`config.mk`:
```
export PLATFORM = sky130hd
export DESIGN_NAME = pwmg_core
export DESIGN_NICKNAME = d
export VERILOG_FILES = /design/src/common/pwmg_pkg.sv /design/src/verilog/pwmg_core.sv /design/src/verilog/pwmg_tick.sv
export SDC_FILE = /design/constraint.sdc
export NUM_CORES = 1
export LEC_CHECK = 0
export ABC_AREA = 1
export ABC_CLOCK_PERIOD_IN_PS = 2040
export BUFFER_PORTS_ARGS = -buffer_cell sky130_fd_sc_hd__buf_2
export CELL_PAD_IN_SITES_DETAIL_PLACEMENT = 1
export CELL_PAD_IN_SITES_GLOBAL_PLACEMENT = 1
export CORE_MARGIN = 4
export CORE_UTILIZATION = 35
export DETAILED_ROUTE_END_ITERATION = 8
export HOLD_SLACK_MARGIN = 0.05
export PLACE_DENSITY_LB_ADDON = 0.1
export SLEW_MARGIN = 20
export SYNTH_ARGS = -nofsm -noshare
export SYNTH_HDL_FRONTEND = slang
export SYNTH_HIERARCHICAL = 1
export SYNTH_SLANG_ARGS = --single-unit
```
`constraint.sdc`:
```
create_clock -name i_mclk -period 2.04 [get_ports i_mclk]
set_input_delay 0.102 -clock i_mclk [delete_from_list [all_inputs] [get_ports i_mclk]]
set_output_delay 0.102 -clock i_mclk [all_outputs]
set_load 0.05 [all_outputs]
```
`src/common/pwmg_pkg.sv`:
```
// Package for the period/duty pulse-width generator
package pwmg_pkg;
	localparam int         PWMG_TMR_W       = 8;
	localparam int         PWMG_DUTY_W      = 10;
	localparam int         PWMG_PHASE_W     = 2;
	localparam int         PWMG_PS_W        = 4;
	// One timer increment per four oscillator periods, times the prescale
	localparam int         PWMG_QCLK_DIV    = 4;
	localparam logic [3:0] PWMG_MODE_PWM    = 4'hc;
	localparam logic [3:0] PWMG_MODE_MASK   = 4'hc;
	localparam int         PWMG_CTRL_LSB_HI = 5;
	localparam int         PWMG_CTRL_LSB_LO = 4;
	localparam int         PWMG_CTRL_MODE_HI = 3;
	localparam logic [7:0] PWMG_CTRL_RST    = 8'h00;
	localparam logic [7:0] PWMG_TMR_RST     = 8'h00;
	localparam logic [7:0] PWMG_LIMIT_RST   = 8'hff;

	// Software-side writes carried as one bundle
	typedef struct packed {
		logic       ctrl_we;
		logic [7:0] ctrl;
		logic       duty_we;
		logic [7:0] duty;
		logic       limit_we;
		logic [7:0] limit;
		logic [1:0] prescale_sel;
	} pwmg_cfg_t;

	function automatic logic pwmg_is_pwm(input logic [7:0] ctrl);
		return (ctrl[3:0] & PWMG_MODE_MASK) == PWMG_MODE_PWM;
	endfunction : pwmg_is_pwm
endpackage : pwmg_pkg

```
`src/verilog/pwmg_core.sv`:
```
// Pulse-width generator core: period timer, duty double buffer, pin
// Operation
// - The pin carries a pulse-width signal of up to ten bits of duty resolution in PWM mode.
// - Clearing the whole control register forces the output latch low and, by leaving PWM mode, holds the timer at zero.
// - A period lasts (limit+1) times four clocks times the prescale.
// - When the timer equals the limit it clears on the next increment.
// - On that increment the pin goes high unless the duty is zero.
// - On that increment the written duty is copied into the shadow.
// - No postscaler affects the period.
// - Duty is the duty register above control bits five and four.
// - Duty writes are accepted anytime and take effect at the next period match.
// - The shadow cannot be written by software.
// - Shadow plus a two-bit latch double-buffer the duty.
// - The pin clears when the buffered duty equals the timer with two phase bits.
// - A duty longer than the period never clears the pin.
`timescale 1ns/10ps
module pwmg_core import pwmg_pkg::*; (
	input  wire logic      i_mclk,
	input  wire logic      i_rstn,
	input  wire pwmg_cfg_t i_cfg,
	output logic [7:0]     o_duty_value_shadow,
	output logic [7:0]     o_period_timer,
	output logic           o_pwm_output_pin
);
	logic [7:0] ctrl_q;
	logic [7:0] ctrl_d;
	logic [7:0] duty_w_q;
	logic [7:0] duty_w_d;
	logic [7:0] limit_q;
	logic [7:0] limit_d;
	logic [7:0] tmr_q;
	logic [7:0] tmr_d;
	logic [9:0] shadow_q;
	logic [9:0] shadow_d;
	logic       pin_q;
	logic       pin_d;
	logic       run;
	logic       tick;
	logic [1:0] phase;
	logic       match;
	logic [9:0] next_duty;
	logic [7:0] tmr_nx;

	// Duty compare against the timer value that lands at this edge
	function automatic logic duty_hit(input logic [9:0] d, input logic [7:0] t,
		input logic [1:0] p);
		return d == {t, p};
	endfunction : duty_hit

	assign run = pwmg_is_pwm(ctrl_q);

	pwmg_tick #(
		.PS_W(PWMG_PS_W)
	) u_tick (
		.i_mclk         (i_mclk),
		.i_rstn         (i_rstn),
		.i_run          (run),
		.i_prescale_sel (i_cfg.prescale_sel),
		.o_phase        (phase),
		.o_tick         (tick)
	);

	always_comb begin
		ctrl_d   = i_cfg.ctrl_we ? i_cfg.ctrl : ctrl_q;
		duty_w_d = i_cfg.duty_we ? i_cfg.duty : duty_w_q;
		limit_d  = i_cfg.limit_we ? i_cfg.limit : limit_q;
		next_duty = {duty_w_q, ctrl_q[PWMG_CTRL_LSB_HI:PWMG_CTRL_LSB_LO]};
		// Period from limit only, no postscaler
		match    = (tmr_q == limit_q);
		// Timer value after this edge; comparing with it absorbs the pin flop's delay
		if (!tick)
			tmr_nx = tmr_q;
		else if (match)
			tmr_nx = PWMG_TMR_RST;
		else
			tmr_nx = tmr_q + 8'h01;
		tmr_d    = tmr_q;
		shadow_d = shadow_q;
		pin_d    = pin_q;
		if (!run) begin
			tmr_d = PWMG_TMR_RST;
			pin_d = 1'b0;
		end else if (tick) begin
			if (match) begin
				tmr_d = PWMG_TMR_RST;
				shadow_d = next_duty;
				pin_d = (next_duty != 10'h000);
			end else begin
				tmr_d = tmr_q + 8'h01;
			end
		end
		// Clear on duty compare; never reached if too long
		if (run && !(tick && match) && pin_q && duty_hit(shadow_q, tmr_nx, phase))
			pin_d = 1'b0;
		if (i_cfg.ctrl_we && i_cfg.ctrl == PWMG_CTRL_RST)
			pin_d = 1'b0;
	end

	always_ff @(posedge i_mclk) begin
		if (!i_rstn) begin
			ctrl_q   <= PWMG_CTRL_RST;
			duty_w_q <= 8'h00;
			limit_q  <= PWMG_LIMIT_RST;
			tmr_q    <= PWMG_TMR_RST;
			shadow_q <= 10'h000;
			pin_q    <= 1'b0;
		end else begin
			ctrl_q   <= ctrl_d;
			duty_w_q <= duty_w_d;
			limit_q  <= limit_d;
			tmr_q    <= tmr_d;
			shadow_q <= shadow_d;
			pin_q    <= pin_d;
		end
	end

	// Shadow read only, out from a flop
	assign o_duty_value_shadow = shadow_q[9:2];
	assign o_period_timer      = tmr_q;
	assign o_pwm_output_pin    = pin_q;

	ctrl_clear_a: assert property (@(posedge i_mclk) disable iff (!i_rstn)
		i_cfg.ctrl_we && i_cfg.ctrl == 8'h00 |=> !o_pwm_output_pin)
		else $error("pin not low after control clear");
	timer_wrap_a: assert property (@(posedge i_mclk) disable iff (!i_rstn)
		run && tick && match && !i_cfg.ctrl_we |=> o_period_timer == 8'h00)
		else $error("timer did not wrap at limit");
	pin_set_a: assert property (@(posedge i_mclk) disable iff (!i_rstn)
		run && tick && match && next_duty != 0 && !i_cfg.ctrl_we |=> o_pwm_output_pin)
		else $error("pin not set at period start");
	zero_duty_a: assert property (@(posedge i_mclk) disable iff (!i_rstn)
		run && tick && match && next_duty == 0 |=> !o_pwm_output_pin)
		else $error("pin set with zero duty");
	shadow_load_a: assert property (@(posedge i_mclk) disable iff (!i_rstn)
		run && tick && match |=> shadow_q == $past(next_duty))
		else $error("shadow not loaded at match");
	shadow_hold_a: assert property (@(posedge i_mclk) disable iff (!i_rstn)
		!(run && tick && match) |=> $stable(shadow_q))
		else $error("shadow changed mid period");
	duty_clear_a: assert property (@(posedge i_mclk) disable iff (!i_rstn)
		run && pin_q && !(tick && match) && duty_hit(shadow_q, tmr_nx, phase)
		|=> !o_pwm_output_pin)
		else $error("pin not cleared at duty compare");
	idle_low_a: assert property (@(posedge i_mclk) disable iff (!i_rstn)
		!run ##1 !run |-> !o_pwm_output_pin && o_period_timer == 8'h00)
		else $error("activity outside pwm mode");
	timer_step_a: assert property (@(posedge i_mclk) disable iff (!i_rstn)
		run && !tick ##1 run |-> $stable(o_period_timer))
		else $error("timer moved without tick");
	pin_hold_a: assert property (@(posedge i_mclk) disable iff (!i_rstn)
		run && pin_q && !(tick && match) && !i_cfg.ctrl_we
		&& !duty_hit(shadow_q, tmr_nx, phase) |=> o_pwm_output_pin)
		else $error("pin cleared without duty compare");
	rise_at_match_a: assert property (@(posedge i_mclk) disable iff (!i_rstn)
		!(run && tick && match) |=> !$rose(o_pwm_output_pin))
		else $error("pin rose away from period start");
	timer_inc_a: assert property (@(posedge i_mclk) disable iff (!i_rstn)
		run && tick && !match |=> o_period_timer == $past(tmr_q) + 8'h01)
		else $error("timer did not step by one");
	duty_write_a: assert property (@(posedge i_mclk) disable iff (!i_rstn)
		i_cfg.duty_we |=> duty_w_q == $past(i_cfg.duty))
		else $error("duty write lost");
	tick_off_a: assert property (@(posedge i_mclk) disable iff (!i_rstn)
		!run |=> !tick)
		else $error("tick outside pwm mode");

	// Period length watch: counts clocks between period starts while the
	// limit and prescale stay put, so a changed setting cannot trip it
	logic [15:0] per_cnt_q;
	logic [15:0] per_cnt_d;
	logic [15:0] per_exp;
	logic        per_ok_q;
	logic        per_ok_d;
	logic [1:0]  ps_q;

	function automatic logic [2:0] ps_shift(input logic [1:0] sel);
		case (sel)
			2'h0:    return 3'h0;
			2'h1:    return 3'h2;
			default: return 3'h4;
		endcase
	endfunction : ps_shift

	always_comb begin
		per_exp  = (({8'h00, limit_q} + 16'h0001) * 16'(PWMG_QCLK_DIV)) << ps_shift(ps_q);
		per_ok_d = !run || (per_ok_q && !i_cfg.limit_we && i_cfg.prescale_sel == ps_q);
		if (!run)
			per_cnt_d = 16'h0000;
		else if (tick && match)
			per_cnt_d = 16'h0001;
		else
			per_cnt_d = per_cnt_q + 16'h0001;
	end

	always_ff @(posedge i_mclk) begin
		if (!i_rstn) begin
			per_cnt_q <= 16'h0000;
			per_ok_q  <= 1'b0;
			ps_q      <= 2'h0;
		end else begin
			per_cnt_q <= per_cnt_d;
			per_ok_q  <= per_ok_d;
			ps_q      <= i_cfg.prescale_sel;
		end
	end

	period_len_a: assert property (@(posedge i_mclk) disable iff (!i_rstn)
		run && per_ok_q && tick && match |-> per_cnt_q == per_exp)
		else $error("period length off");
endmodule : pwmg_core

```
`src/verilog/pwmg_tick.sv`:
```
// Prescaled increment tick and two-bit phase for the period timer
`timescale 1ns/10ps
module pwmg_tick import pwmg_pkg::*; #(
	parameter int PS_W = PWMG_PS_W
) (
	input  wire logic       i_mclk,
	input  wire logic       i_rstn,
	input  wire logic       i_run,
	input  wire logic [1:0] i_prescale_sel,
	output logic [1:0]      o_phase,
	output logic            o_tick
);
	logic [PS_W+1:0] cnt_q;
	logic [PS_W+1:0] cnt_d;
	logic [PS_W+1:0] top;
	logic            tick_d;
	logic            tick_q;
	logic [1:0]      phase_d;
	logic [1:0]      phase_q;

	// Four clocks times 1, 4 or 16
	always_comb begin
		case (i_prescale_sel)
			2'h0:    top = (PS_W+2)'(PWMG_QCLK_DIV - 1);
			2'h1:    top = (PS_W+2)'(PWMG_QCLK_DIV * 4 - 1);
			default: top = (PS_W+2)'(PWMG_QCLK_DIV * 16 - 1);
		endcase
		tick_d  = i_run && (cnt_q >= top);
		cnt_d   = (!i_run || tick_d) ? '0 : cnt_q + 1'b1;
		case (i_prescale_sel)
			2'h0:    phase_d = cnt_d[1:0];
			2'h1:    phase_d = cnt_d[3:2];
			default: phase_d = cnt_d[5:4];
		endcase
	end

	always_ff @(posedge i_mclk) begin
		if (!i_rstn) begin
			cnt_q   <= '0;
			tick_q  <= 1'b0;
			phase_q <= 2'h0;
		end else begin
			cnt_q   <= cnt_d;
			tick_q  <= tick_d;
			phase_q <= phase_d;
		end
	end

	assign o_tick  = tick_q;
	assign o_phase = phase_q;

	tick_phase_a: assert property (@(posedge i_mclk) disable iff (!i_rstn)
		o_tick |-> o_phase == 2'h0)
		else $error("tick off phase zero");
endmodule : pwmg_tick
```
==> Implementation_results.wiki, run 1 <==
{| class="wikitable"
! Metric !! Value
|-
| Leading post-synthesis cells by cell area || dfxtp_1 38%, nand2_1 14%, nor2_1 8.0%, nand3_1 5.7%, inv_1 5.3%
|-
| Routability-driven placement congestion ratio || 0.8699
|-
| Total wirelength of the detailed-routed design || 7.338 mm
|-
| Ant. Diodes || 0
|-
| Final ANT Viol Nets || 0
|-
| Standard cell core area || 0.006944 mm2
|-
| Number of unique standard cell types used by synthesis || 32
|-
| Clock-pin transition on the worst setup and hold timing paths || 100 ps
|-
| Number of buffers inserted by post-CTS setup repair || 0
|-
| Clock tree sinks || 48
|-
| Inst Count DP || 514
|-
| Number of antenna violations at the first check in global routing || 0
|-
| Seq cells post-synth || 48
|-
| Setup repair after global routing missed its margin || false
|-
| Total count of max-transition violations in the final report || 0
|-
| Post-synthesis instance total || 381
|-
| Number of buffers on the longest clock path || 2
|-
| Nets@finish || 480
|-
| Number of buffers created by CTS || 5
|-
| Area fraction of the dominant cell type after synthesis || 37.76%
|-
| Growth of design area from synthesis to finish || 24.04%
|-
| Result of the run || finished, final reports clean
|-
| Initial cell density of the core || 36.65%
|-
| Minimum period implied by the final worst setup slack || 1818 ps
|-
| Post-synth design cell area || 0.002545 mm2
|-
| Placed inst area || 0.002839 mm2
|-
| Global router's overall resource usage || 17.96%
|-
| Die outline height || 93.27 um
|-
| Peak VDD IR || 0.0002300 V
|-
| Total count of hold-check failures in the final report || 0
|-
| Highest-count cells in the layout ignoring fill and taps || 97 x nand2_1, 54 x nor2_1, 47 x buf_2, 46 x dfxtp_1, 36 x inv_1
|-
| Filler cell count || 938
|-
| Lkg Pwr || 0.001472 uW
|-
| Post-Route Setup TNS || 0 ps
|-
| Slew at the pin closest to its max-slew limit || 524.1 ps
|-
| Average size of a mapped cell || 6.680 um2
|-
| Clock latency of the later-clocked register in the worst-skew pair || 310 ps
|-
| Rel. slew slack || 65.02%
|-
| Commonest non-fill, non-tap cell in the layout || nand2_1
|-
| Final count of negative-setup-slack endpoints || 0
|-
| Floorplan die width || 93.27 um
|-
| Post-Layout Cell Count || 542
|-
| Net count of the mapped netlist || 416
|-
| Pre-antenna DRT Iters || 4
|-
| Quantity of I/O buffers inserted on ports || 47
|-
| Setup Skew || 8.553 ps
|-
| Fraction of the yosys area taken by sequential cells || 37.76%
|-
| Arrival time worst endpoint || 2030 ps
|-
| Maximum achievable frequency || 0.5502 GHz
|-
| First-pass GRT wire length || 12.52 mm
|-
| Avg WL per Cell || 13.54 um
|-
| Req. time, crit path || 2250 ps
|-
| Worst min-delay path class || input port to flip-flop
|-
| Via density per instance || 4.841
|-
| WL met2 || 3.743 mm
|-
| Crit path max fanout || 6
|-
| Portion of the clock cycle consumed by the worst path in the final layout || 89.10%
|-
| Syn. warnings || 6
|-
| Number of global-route vias before repair || 2721
|-
| Number of remaining DRC errors || 0
|-
| Endpoint kind of the worst setup timing path || flip-flop
|-
| Dpl hpwl || 5.753 mm
|-
| Total congestion overflow after global routing || 0
|-
| Total non-filler cell area in the finished layout || 0.003157 mm2
|-
| Total Die Area || 0.008699 mm2
|-
| Startpoint Class || flip-flop
|-
| Library cell with the largest summed area after synthesis || dfxtp_1
|-
| Cell chosen for the clock root || clkbuf_8
|-
| Proportion of layout cells with a drive suffix above 1 || 19.06%
|-
| Routed met1 length || 3.299 mm
|-
| Top layer used by detailed routing || met4
|-
| Maximum number of pins on one net before global-route repair || 18
|-
| Routed via count || 2624
|-
| Starting DRC count in detailed routing || 44
|-
| Clock H-tree levels || 2
|-
| Met3 routed wirelength || 220 um
|-
| Clock tree from TritonCTS || done
|-
| Crit Path Category || flip-flop to flip-flop
|-
| Placement row count || 30
|-
| P per Cell Area || 593.1 mW/mm2
|-
| Number of max-capacitance violations reported || 0
|-
| Top-level port count || 48
|}
-- registers in the layout (all words and copies together), names as in the netlist --
signal	flops
o_period_timer	8
u_tick/o_phase	2
u_tick/o_tick	1
shadow_q	10
u_tick/cnt_q	6
duty_w_q	8
limit_q	8
o_pwm_output_pin	1
ctrl_q	4
-- power by group --
part           total (uW)  internal (uW)  switching [uW]
clock network         717            370             347
registers             984            964            20.1
logic                 171           79.3            91.7
total                1870           1410             459
-- cells in the mapped netlist --
| cell type | n |
|---|---|
| nand3_4 | 2 |
| nor4_2 | 1 |
| nor3_1 | 7 |
| nor2_4 | 2 |
| xor2_1 | 3 |
| buf_4 | 8 |
| o21ai_0 | 23 |
| xnor2_1 | 3 |
| inv_2 | 10 |
| a21oi_1 | 20 |
| nand3_1 | 29 |
| nor4_1 | 4 |
| clkinv_1 | 2 |
| nand2_2 | 2 |
| buf_2 | 1 |
| nand4_2 | 1 |
| o21a_2 | 1 |
| inv_1 | 36 |
| buf_6 | 1 |
| nor2_1 | 54 |
| clkbuf_1 | 4 |
| a21oi_2 | 1 |
| nor2_2 | 4 |
| nand2_1 | 97 |
| nand4_1 | 4 |
| a31oi_1 | 1 |
| o21ai_1 | 2 |
| nand3b_1 | 3 |
| o21bai_1 | 2 |
| dfxtp_1 | 48 |
| ha_1 | 4 |
| and3_1 | 1 |
-- cell type report --
type | count | area [um2] | area share [%]
Multi-Input combinational cell | 271 | 1313 | 41.58
Sequential cell | 48 | 963.4 | 30.52
Timing Repair Buffer | 71 | 465.4 | 14.74
Inverter | 48 | 180.2 | 5.707
Tap cell | 96 | 120.1 | 3.805
Clock buffer | 5 | 68.82 | 2.180
Clock inverter | 3 | 46.29 | 1.467
-- logic make-up after synthesis --
logic type               count (synthesis)  synth area share [%]
AO/OA/AOI/OAI                           50                 10.37
XOR/XNOR                                 6                 2.065
adder cells (fa/ha/maj)                  4                 1.967
buffers and inverters                   62                 10.67
flip-flops                              48                 37.76
AND/OR/NAND/NOR                        211                 37.17
-- stage by stage --
stage               power (uW)  setup slack (ps)  hold WS, ps  util (%)
global placement          1145             150.5        316.7     40.88
CTS                       1891             106.2        86.13     45.42
global route              1968             20.13        94.64     45.46
finish                    1872             222.4        84.14     45.46
detailed placement        1150             129.1        325.4     40.88
floorplan                 1082             111.1        205.1         -
-- final timing paths --
path              slack [ps]  cells past startpoint              start               end
hold reg to reg          490                      2         limit_q[0]        limit_q[0]
setup reg to reg         220                     14  o_period_timer[0]  o_pwm_output_pin
hold / removal            80                      2             i_rstn        limit_q[1]
setup / recovery         220                     14  o_period_timer[0]  o_pwm_output_pin
-- metal layers --
metal  vias to the layer above  GRT usage [%]
met5                         -              0
met4                         0          4.396
met3                         8          3.620
met2                        44          33.06
met1                      1232          21.12
li1                       1340              -
-- repair_timing --
item,4_1_cts,5_1_grt
setup endpoints to repair,0,1
endpoints found under the hold margin,20,0
gates resized for setup,0,2
hold buffers,20,0
-- worst max-delay path, cell delays in order (launching register included) --
cell and delay [ps]:
dfxtp_2 410, ha_1 160, nand2_1 70, nor2_2 150, inv_1 80, o21ai_0 170, nand2_1 70, inv_1 80
nand2_1 70, nand2_1 60, nand2_1 50, nor2_1 120, nand2_1 80, nor2_1 100, nor2_1 50
Note: power is estimated with default switching activity, not from simulation.
==> inputs of run 2 (changes only) <==
CORE_UTILIZATION = 30   (was 35)
==> Implementation_results.wiki, run 2 (same netlist as run 1, synthesis figures left out) <==
{| class="wikitable"
! Metric !! Value
|-
| Post-Route Setup TNS || 0 ps
|-
| Filler cell count || 1083
|-
| Clock-pin transition on the worst setup and hold timing paths || 100 ps
|-
| Initial cell density of the core || 30.97%
|-
| Top-level port count || 48
|-
| Clock tree sinks || 48
|-
| Startpoint Class || flip-flop
|-
| Clock tree from TritonCTS || done
|-
| Floorplan die width || 100.1 um
|-
| Proportion of layout cells with a drive suffix above 1 || 19.06%
|-
| Number of buffers on the longest clock path || 2
|-
| Slew at the pin closest to its max-slew limit || 608.6 ps
|-
| Number of antenna violations at the first check in global routing || 0
|-
| Die outline height || 100.1 um
|-
| Number of remaining DRC errors || 0
|-
| Via density per instance || 4.592
|-
| Quantity of I/O buffers inserted on ports || 47
|-
| Arrival time worst endpoint || 1980 ps
|-
| Standard cell core area || 0.008217 mm2
|-
| Cell chosen for the clock root || clkbuf_8
|-
| Rel. slew slack || 59.38%
|-
| Total count of max-transition violations in the final report || 0
|-
| Total congestion overflow after global routing || 0
|-
| P per Cell Area || 561.6 mW/mm2
|-
| Sequential cell area || 965.9 um2
|-
| Routed via count || 2530
|-
| Portion of the clock cycle consumed by the worst path in the final layout || 86.41%
|-
| Combinational fraction of design power || 9.7%
|-
| Switching pwr || 473.8 uW
|-
| Growth of design area from synthesis to finish || 23.80%
|-
| Maximum number of pins on one net before global-route repair || 18
|-
| Result of the run || finished, final reports clean
|-
| Global router's overall resource usage || 15.39%
|-
| First-pass GRT wire length || 12.34 mm
|-
| Avg WL per Cell || 13.28 um
|-
| Endpoint kind of the worst setup timing path || flip-flop
|-
| Number of max-capacitance violations reported || 0
|-
| Peak VDD IR || 0.0002682 V
|-
| Nets@finish || 480
|-
| Lkg Pwr || 0.001467 uW
|-
| Utilization after layout || 38.34%
|-
| Sequential cell fraction of total power || 55.6%
|-
| Routability-driven placement congestion ratio || 0.8043
|-
| Maximum achievable frequency || 0.5673 GHz
|-
| Crit Path Category || flip-flop to flip-flop
|-
| Highest-count cells in the layout ignoring fill and taps || 97 x nand2_1, 54 x nor2_1, 47 x buf_2, 46 x dfxtp_1, 36 x inv_1
|-
| Setup repair after global routing missed its margin || false
|-
| Cell Int Power || 1295 uW
|-
| Pre-antenna DRT Iters || 4
|-
| Total wirelength of the detailed-routed design || 7.319 mm
|-
| Dpl hpwl || 5.826 mm
|-
| Setup Skew || 12.09 ps
|-
| Area used by multi-input combinational logic || 0.001313 mm2
|-
| Final count of negative-setup-slack endpoints || 0
|-
| Sw Ratio || 26.78%
|-
| Part of the total power dissipated in the clock network || 34.7%
|-
| Total Die Area || 0.01002 mm2
|-
| Commonest non-fill, non-tap cell in the layout || nand2_1
|-
| Starting DRC count in detailed routing || 23
|-
| Clock H-tree levels || 2
|-
| Register-to-register setup slack || 280 ps
|-
| Clock latency of the later-clocked register in the worst-skew pair || 310 ps
|-
| Number of buffers created by CTS || 5
|-
| Minimum period implied by the final worst setup slack || 1763 ps
|-
| Req. time, crit path || 2260 ps
|-
| Final ANT Viol Nets || 0
|-
| Crit path max fanout || 6
|-
| Worst min-delay path class || input port to flip-flop
|-
| Placement row count || 33
|-
| Largest reg by FF count || shadow_q
|-
| Total count of hold-check failures in the final report || 0
|-
| Flip-flop count of the largest register, all copies and words added || 10
|-
| Number of global-route vias before repair || 2635
|-
| Ant. Diodes || 0
|}
## run 2: stage by stage
step	cell area, um2	hold slack, ps	total power [uW]	cells	worst slack [ps]
5_1_grt	3151	64.23	1866	551	3.416
2_1_floorplan	2545	205.1	1082	381	111.1
6_report	3151	70.75	1769	551	277.2
3_5_place_dp	2850	327.3	1151	523	97.41
3_3_place_gp	2850	314.5	1148	523	139.7
4_1_cts	3146	61.23	1806	551	76.65
## run 2: area by class of cell
class | instances | share of cell area [%]
multi-input combinational | 271 | 41.66
sequential | 48 | 30.66
timing repair buffer | 71 | 14.77
inverter | 48 | 5.719
tap | 105 | 4.170
clock buffer | 5 | 2.184
clock inverter | 3 | 0.8340
## run 2: per-layer routing
layer / GRT usage [%] / vias to the layer above / wire length (um)
met5: 0 / - / 0
met1: 19.06 / 1150 / 3466
met2: 27.81 / 35 / 3615
met4: 4.352 / 0 / 55
li1: - / 1341 / -
met3: 2.085 / 4 / 182
## run 2: power by group through the flow
stage	Sequential, uW	Clock (uW)	Combinational (uW)
floorplan	1000	0	81.8
global placement	1010	0	142
detailed placement	1010	0	144
CTS	986	647	173
global route	988	681	197
finish	984	614	171
## run 2: worst max-delay path: stages, from the launching register on
cell and delay [ps]:
dfxtp_4 410, ha_1 160, nand2_1 70, nor2_2 160, inv_1 80, o21ai_0 180, nand2_1 70, inv_1 70
nand2_1 70, nand2_1 70, nand2_1 50, nor2_1 100, nand2_1 60, nor2_1 90, nor2_1 40
## run 2: what timing repair did
| item | in CTS | in global routing |
|---|---|---|
| resized for setup | 0 | 3 |
| hold buffers | 20 | 0 |
| endpoints found under the hold margin | 20 | 0 |
| endpoints found under the setup margin | 0 | 1 |
| buffers inserted | 0 | 0 |
## run 2: path summary, 6_finish.rpt
kind | startpoint | endpoint | depth (start not counted)
max | o_period_timer[0] | o_pwm_output_pin | 14
min | i_rstn | limit_q[1] | 2
max reg2reg | o_period_timer[0] | o_pwm_output_pin | 14
min reg2reg | shadow_q[0] | shadow_q[0] | 2
